--- src/common/pei_pkg.sv ---
// Purpose: Shared constants for the power enable and reset/identity register bank
// Assumes: 16-bit registers behind an 8-bit register address
// Notes: Family code value is arbitrary
package pei_pkg;
  localparam int DATA_W = 16;
  localparam int ADDR_W = 8;

  // Register addresses
  localparam logic [7:0] ADDR_RESET_ID = 8'h00;
  localparam logic [7:0] ADDR_PWR_ONE = 8'h01;
  localparam logic [7:0] ADDR_PWR_TWO = 8'h02;

  // Family code, arbitrary value
  localparam logic [15:0] FAMILY_CODE = 16'h5a3c;

  // Power control one fields
  localparam int P1_MIC_BIAS_BIT = 4;
  localparam int P1_MIDRAIL_LSB = 1;
  localparam int P1_MIDRAIL_MSB = 2;
  localparam int P1_REF_BIAS_BIT = 0;

  // Power control two fields
  localparam int P2_FREQ_SYNTH_BIT = 15;
  localparam int P2_THERMAL_BIT = 14;
  localparam int P2_CLK_OUT_BIT = 11;
  localparam int P2_LEFT_PATH_BIT = 9;
  localparam int P2_RIGHT_PATH_BIT = 8;
  localparam int P2_LEFT_GAIN_B_BIT = 7;
  localparam int P2_LEFT_GAIN_A_BIT = 6;
  localparam int P2_RIGHT_GAIN_B_BIT = 5;
  localparam int P2_RIGHT_GAIN_A_BIT = 4;
  localparam int P2_LEFT_CONV_BIT = 1;
  localparam int P2_RIGHT_CONV_BIT = 0;

  // Writable bit masks and reset values
  localparam logic [15:0] PWR_ONE_MASK = 16'h0017;
  localparam logic [15:0] PWR_TWO_MASK = 16'hcbf3;
  localparam logic [15:0] PWR_ONE_RESET = 16'h0000;
  localparam logic [15:0] PWR_TWO_RESET = 16'h0000;
  localparam logic [15:0] READ_ZERO = 16'h0000;

  // Mid-rail divider selection
  typedef enum logic [1:0] {
    PEI_MIDRAIL_OFF = 2'h0,
    PEI_MIDRAIL_NORMAL = 2'h1,
    PEI_MIDRAIL_STANDBY = 2'h2,
    PEI_MIDRAIL_FAST = 2'h3
  } pei_midrail_t;
endpackage : pei_pkg

--- src/common/pei_reg_if.sv ---
// Purpose: Carries write, clear and value of one held register
// Assumes: Single clock domain
// Notes: Owner holds the value, user drives the strobes
`timescale 1ns/100ps
interface pei_reg_if;
  logic wr;
  logic clear;
  logic [15:0] wdata;
  logic [15:0] value;
  modport owner (input wr, input clear, input wdata, output value);
  modport user (output wr, output clear, output wdata, input value);
endinterface : pei_reg_if

--- src/design/pei_field_reg.sv ---
// Purpose: One masked read/write register with default restore
// Assumes: Strobes are one-cycle pulses
// Notes: Bits outside the mask stay zero
`timescale 1ns/100ps
module pei_field_reg #(
  parameter logic [15:0] MASK = 16'hffff,
  parameter logic [15:0] RESET_VALUE = 16'h0000
) (
  // Clock and reset
  input wire logic clk,
  input wire logic rst,
  // Register carrier
  pei_reg_if.owner port
);
  logic [15:0] value_reg;

  // Default restore wins over a write
  always_ff @(posedge clk) begin
    if (rst || port.clear) begin
      value_reg <= RESET_VALUE & MASK;
    end else if (port.wr) begin
      value_reg <= port.wdata & MASK;
    end
  end

  assign port.value = value_reg;
endmodule : pei_field_reg

--- src/design/pei_power_regs.sv ---
// Purpose: Power enable registers plus reset/identity register
// Assumes: Register port driven by the serial control logic, inputs synchronous
// Notes: Enables reach the analogue blocks as plain levels
`timescale 1ns/100ps
module pei_power_regs (
  // Clock and reset
  input wire logic clk,
  input wire logic rst,
  // Register port
  input wire logic [pei_pkg::ADDR_W-1:0] reg_addr,
  input wire logic reg_wr,
  input wire logic [pei_pkg::DATA_W-1:0] reg_wdata,
  input wire logic reg_rd,
  output logic [pei_pkg::DATA_W-1:0] reg_rdata,
  output logic reg_rvalid,
  // Soft reset to the rest of the device
  output logic soft_reset_pulse,
  // Power control one
  output logic mic_bias_on,
  output logic mic_bias_drive_en,
  output logic [1:0] midrail_mode,
  output logic reference_bias_on,
  // Power control two
  output logic freq_synth_on,
  output logic thermal_sensor_on,
  output logic clock_out_pin_on,
  output logic left_input_path_on,
  output logic right_input_path_on,
  output logic left_gain_stage_b_on,
  output logic left_gain_stage_a_on,
  output logic right_gain_stage_b_on,
  output logic right_gain_stage_a_on,
  output logic left_converter_on,
  output logic right_converter_on
);
  import pei_pkg::*;

  pei_reg_if pwr_one_if ();
  pei_reg_if pwr_two_if ();

  logic soft_clear;
  logic [15:0] rdata_next;

  // Write decode
  always_comb begin
    soft_clear = reg_wr && (reg_addr == ADDR_RESET_ID);
    pwr_one_if.wr = reg_wr && (reg_addr == ADDR_PWR_ONE);
    pwr_two_if.wr = reg_wr && (reg_addr == ADDR_PWR_TWO);
    pwr_one_if.clear = soft_clear;
    pwr_two_if.clear = soft_clear;
    pwr_one_if.wdata = reg_wdata;
    pwr_two_if.wdata = reg_wdata;
  end

  // Power registers, masked, zero default
  pei_field_reg #(
    .MASK(PWR_ONE_MASK),
    .RESET_VALUE(PWR_ONE_RESET)
  ) u_pwr_one (
    .clk(clk),
    .rst(rst),
    .port(pwr_one_if)
  );

  pei_field_reg #(
    .MASK(PWR_TWO_MASK),
    .RESET_VALUE(PWR_TWO_RESET)
  ) u_pwr_two (
    .clk(clk),
    .rst(rst),
    .port(pwr_two_if)
  );

  // Read mux
  always_comb begin
    case (reg_addr)
      ADDR_RESET_ID: rdata_next = FAMILY_CODE;
      ADDR_PWR_ONE: rdata_next = pwr_one_if.value & PWR_ONE_MASK;
      ADDR_PWR_TWO: rdata_next = pwr_two_if.value & PWR_TWO_MASK;
      default: rdata_next = READ_ZERO;
    endcase
  end

  // Read answer one cycle after the strobe
  always_ff @(posedge clk) begin
    if (rst) begin
      reg_rdata <= READ_ZERO;
      reg_rvalid <= 1'b0;
    end else begin
      reg_rvalid <= reg_rd;
      if (reg_rd) begin
        reg_rdata <= rdata_next;
      end
    end
  end

  // Soft reset notice to the rest of the device
  always_ff @(posedge clk) begin
    if (rst) begin
      soft_reset_pulse <= 1'b0;
    end else begin
      soft_reset_pulse <= soft_clear;
    end
  end

  // Enable levels, straight from register flops
  assign mic_bias_on = pwr_one_if.value[P1_MIC_BIAS_BIT];
  assign mic_bias_drive_en = pwr_one_if.value[P1_MIC_BIAS_BIT];
  assign midrail_mode = pwr_one_if.value[P1_MIDRAIL_MSB:P1_MIDRAIL_LSB];
  assign reference_bias_on = pwr_one_if.value[P1_REF_BIAS_BIT];
  assign freq_synth_on = pwr_two_if.value[P2_FREQ_SYNTH_BIT];
  assign thermal_sensor_on = pwr_two_if.value[P2_THERMAL_BIT];
  assign clock_out_pin_on = pwr_two_if.value[P2_CLK_OUT_BIT];
  assign left_input_path_on = pwr_two_if.value[P2_LEFT_PATH_BIT];
  assign right_input_path_on = pwr_two_if.value[P2_RIGHT_PATH_BIT];
  assign left_gain_stage_b_on = pwr_two_if.value[P2_LEFT_GAIN_B_BIT];
  assign left_gain_stage_a_on = pwr_two_if.value[P2_LEFT_GAIN_A_BIT];
  assign right_gain_stage_b_on = pwr_two_if.value[P2_RIGHT_GAIN_B_BIT];
  assign right_gain_stage_a_on = pwr_two_if.value[P2_RIGHT_GAIN_A_BIT];
  assign left_converter_on = pwr_two_if.value[P2_LEFT_CONV_BIT];
  assign right_converter_on = pwr_two_if.value[P2_RIGHT_CONV_BIT];
endmodule : pei_power_regs

--- config.mk ---
export PLATFORM = sky130hd
export DESIGN_NAME = pei_power_regs
export DESIGN_NICKNAME = d
export VERILOG_FILES = /design/src/common/pei_pkg.sv /design/src/common/pei_reg_if.sv /design/src/design/pei_field_reg.sv /design/src/design/pei_power_regs.sv
export SDC_FILE = /design/constraint.sdc
export NUM_CORES = 1
export LEC_CHECK = 0
export BUFFER_PORTS_ARGS = -buffer_cell sky130_fd_sc_hd__buf_4
export CAP_MARGIN = 25
export CORE_MARGIN = 5
export CORE_UTILIZATION = 35
export DETAILED_ROUTE_END_ITERATION = 10
export GPL_ROUTABILITY_DRIVEN = 0
export PLACE_DENSITY = 0.64
export SLEW_MARGIN = 20
export SYNTH_ARGS = -nofsm -noshare
export SYNTH_HDL_FRONTEND = slang
export SYNTH_SLANG_ARGS = --single-unit
--- constraint.sdc ---
create_clock -name clk -period 3.57 [get_ports clk]
set_input_delay 0.714 -clock clk [delete_from_list [all_inputs] [get_ports clk]]
set_output_delay 0.714 -clock clk [all_outputs]
set_load 0.02 [all_outputs]
==> metrics <==
RSZ-0062 raised after global routing=false; Multi-input gate area=around 540 sq um; Reg2Reg Depth=3; post-synth top area cell=dfxtp_1; core area=around 0.0033 sq mm; Post-Syn Area=0.00121 sq mm; critical-path cell list=buf_4 -> nor4_4 -> nand4_1 -> nor2_1 -> nor3_1; row count=21; post-CTS resize count=0; Synth Flop Type=dfxtp_1; Clk Latency, worst-skew pair=about 330 ps; total die area=approximately 0.0047 sq mm; worst hold path class=reg2reg; CP peak stage delay=around 530 ps; height of the die=around 69 um; PortBufs=55; register area=approximately 600 sq um; Startpoint Class=input port; Clk pwr share=roughly 40%; # IOs=62; status=completed; critical path's slowest cell=nand4_1; Post-synth top cells=dfxtp_1, a21oi_1, nand2_1, nand3_1, nand2b_1; Post-CTS Setup Inserts=0; top-count cell post-synth=dfxtp_1; initial antenna violation count=0; syn avg cell area=roughly 8.6 sq um; area grow syn2layout=39.5%; Synth Area in Adders=0%; EDFF count, synth=0; GRT Util Overall=approximately 15%; Tmin final=just over 2000 ps; Post-Synth XOR/XNOR Area=0%; routed length per instance=~14 um; Post-DRT Antenna Nets=0; setup slack, reg-to-reg=approximately 2700 ps; period utilization=a little under three fifths; Via Count=1185; clk buf depth=2; largest net degree at the start of global routing=27; synth top area cells=dfxtp_1, a21oi_1, nand3_1; FMAX=between 400 and 500 MHz; Post-CTS Hold Fix Bufs=0; DRC viols=0; Synth cell types=23; Final Hold Viols=0; capture point of the critical path=u_pwr_one.port.value[2]; Post-Syn Instances=between 100 and 150; Pwr Density=around 380 mW/mm^2; initial core utilization=approximately 36%; Yosys Warn Count=0; Final TNS setup=0 ps; Routed WL=roughly 3.3 mm; sw frac=22.2%; Reg-to-Reg End=reg_rdata[4]; Pint=0.502 mW; root buffer cell=clkbuf_4; vias per std cell=slightly below 5; Finished Core Util=approximately half; first-pass GRT wire length=~5.2 mm; total CTS buffers=5; CP startpoint=reg_addr[7]; proportion of layout cells with a drive suffix above 1=between 30% and 40%; Relative slew margins=60.6%; slew of the pin with the lowest slew margin=589 ps; Critical R2R Launch=u_pwr_one.port.value[4]; share of power burned in combinational logic=7.3%; WP data arrival=roughly 2200 ps; #FFs+latches synth=30; CP Max Fanout=13; global route total overflow=0; Layout Nets=between 200 and 250; max_cap viols=0; vias in the first global route=around 1200; peak supply drop=between 0.2 and 0.25 mV; initial DRC count=a little under 50; first drt pass iteration count=4; skew final=around 4.5 ps; register area share after synthesis=about half; simple-gate share of the synthesized area=between 20% and 30%; # setup viols final=0; WP data required=3780 ps; top-area cell type share of the netlist area=49.4%; min-delay src=reg_rdata[9]; Async SR Flop Fraction=0%; Filler cells=~330; n_diodes=0; dpl hpwl=~2.5 mm; H-Tree Depth=2; mux cell area share after synthesis=3.30%; Slew Limit Fails=0; Static Leak=0.735 nW; clock slew at reported path FFs=approximately 90 ps; largest family of logic cells by synthesized area=simple AND/OR/NAND/NOR gates; CP endpoint kind=flip-flop; Compound-Gate Fraction of Synth Area=a little over an eighth; Die W=68.9 um; critical path type=in2reg; CTS tree=built; max FFs per register=13; Clock Sink Count=30; Net Switching=between 0.1 and 0.15 mW; part of the power in registers=52.0%
layer usage:
metal	vias up	routed length [um]	part of all wire, %	global-route usage (%)
li1	590	-	-	-
met2	57	1540	47	24.9
met3	5	329	10	4.86
met4	0	53	1.6	6.57
met1	533	1340	41	17.7
met5	-	0	0	0
cell usage in the layout, fill, tap and decap left out:
master     count
mux2i_1        4
o21ai_0        5
buf_4         55
and4_1         1
and3_1         1
a21o_1         1
nand3_1       13
bufinv_16      1
a22o_1         2
clkbuf_4       5
nor2_1         7
o2111ai_1      2
nand4_1        6
a21oi_1       19
conb_1         2
inv_1          2
dfxtp_1       30
nand2b_1       8
clkinv_2       2
and2_1         1
nand2_1       17
nor3_1         5
nor2b_1        3
nor4_4         1
metrics by stage:
step / setup slack, ps / power [mW] / hold slack [ps] / std cells / instance area (sq um)
after floorplan: 1900 / 0.366 / 536 / 143 / 1220
after global placement: 1200 / 0.390 / 437 / 231 / 1620
after detailed placement: 1170 / 0.391 / 444 / 231 / 1620
after CTS: 1530 / 0.651 / 467 / 239 / 1700
after global routing: 1390 / 0.673 / 492 / 239 / 1700
final: 1550 / 0.646 / 461 / 239 / 1700
cells by family (layout without fill, tap and decap cells):
kind of cell | after synthesis | in the layout
AND/OR/NAND/NOR | 63 | 63
flip-flops | 30 | 30
AO/OA/AOI/OAI | 29 | 29
buffers and inverters | 15 | 65
multiplexers | 4 | 4
other | 1 | 2
power by group through the flow:
stage / sequential [mW] / combinational (mW) / clock (mW)
after floorplan: 0.345 / 0.0216 / 0
after global placement: 0.343 / 0.0463 / 0
after detailed placement: 0.344 / 0.0476 / 0
after CTS: 0.336 / 0.0476 / 0.267
after global routing: 0.336 / 0.0518 / 0.285
final: 0.336 / 0.0472 / 0.263
critical path: cells and delay by family:
kind	cells	cell delay [ps]
buf+inv	1	120
simple gates	4	1390
worst min-delay path by stage:
stage | cells past startpoint | end
final | 2 | reg_rdata[9]
after floorplan | 2 | reg_rdata[11]
after global routing | 2 | reg_rdata[15]
after global placement | 2 | reg_rdata[14]
after CTS | 2 | reg_rdata[9]
after detailed placement | 2 | reg_rdata[9]
layout make-up:
cell class | instances | area share [%]
repair buffers | 55 | 24.4
flip-flops and latches | 30 | 35.4
well taps | 46 | 3.39
clock buffers | 5 | 2.21
multi-input cells | 98 | 31.8
clock inverters | 3 | 2.36
inverters | 2 | 0.443
Power figures use the tool's default switching activity.
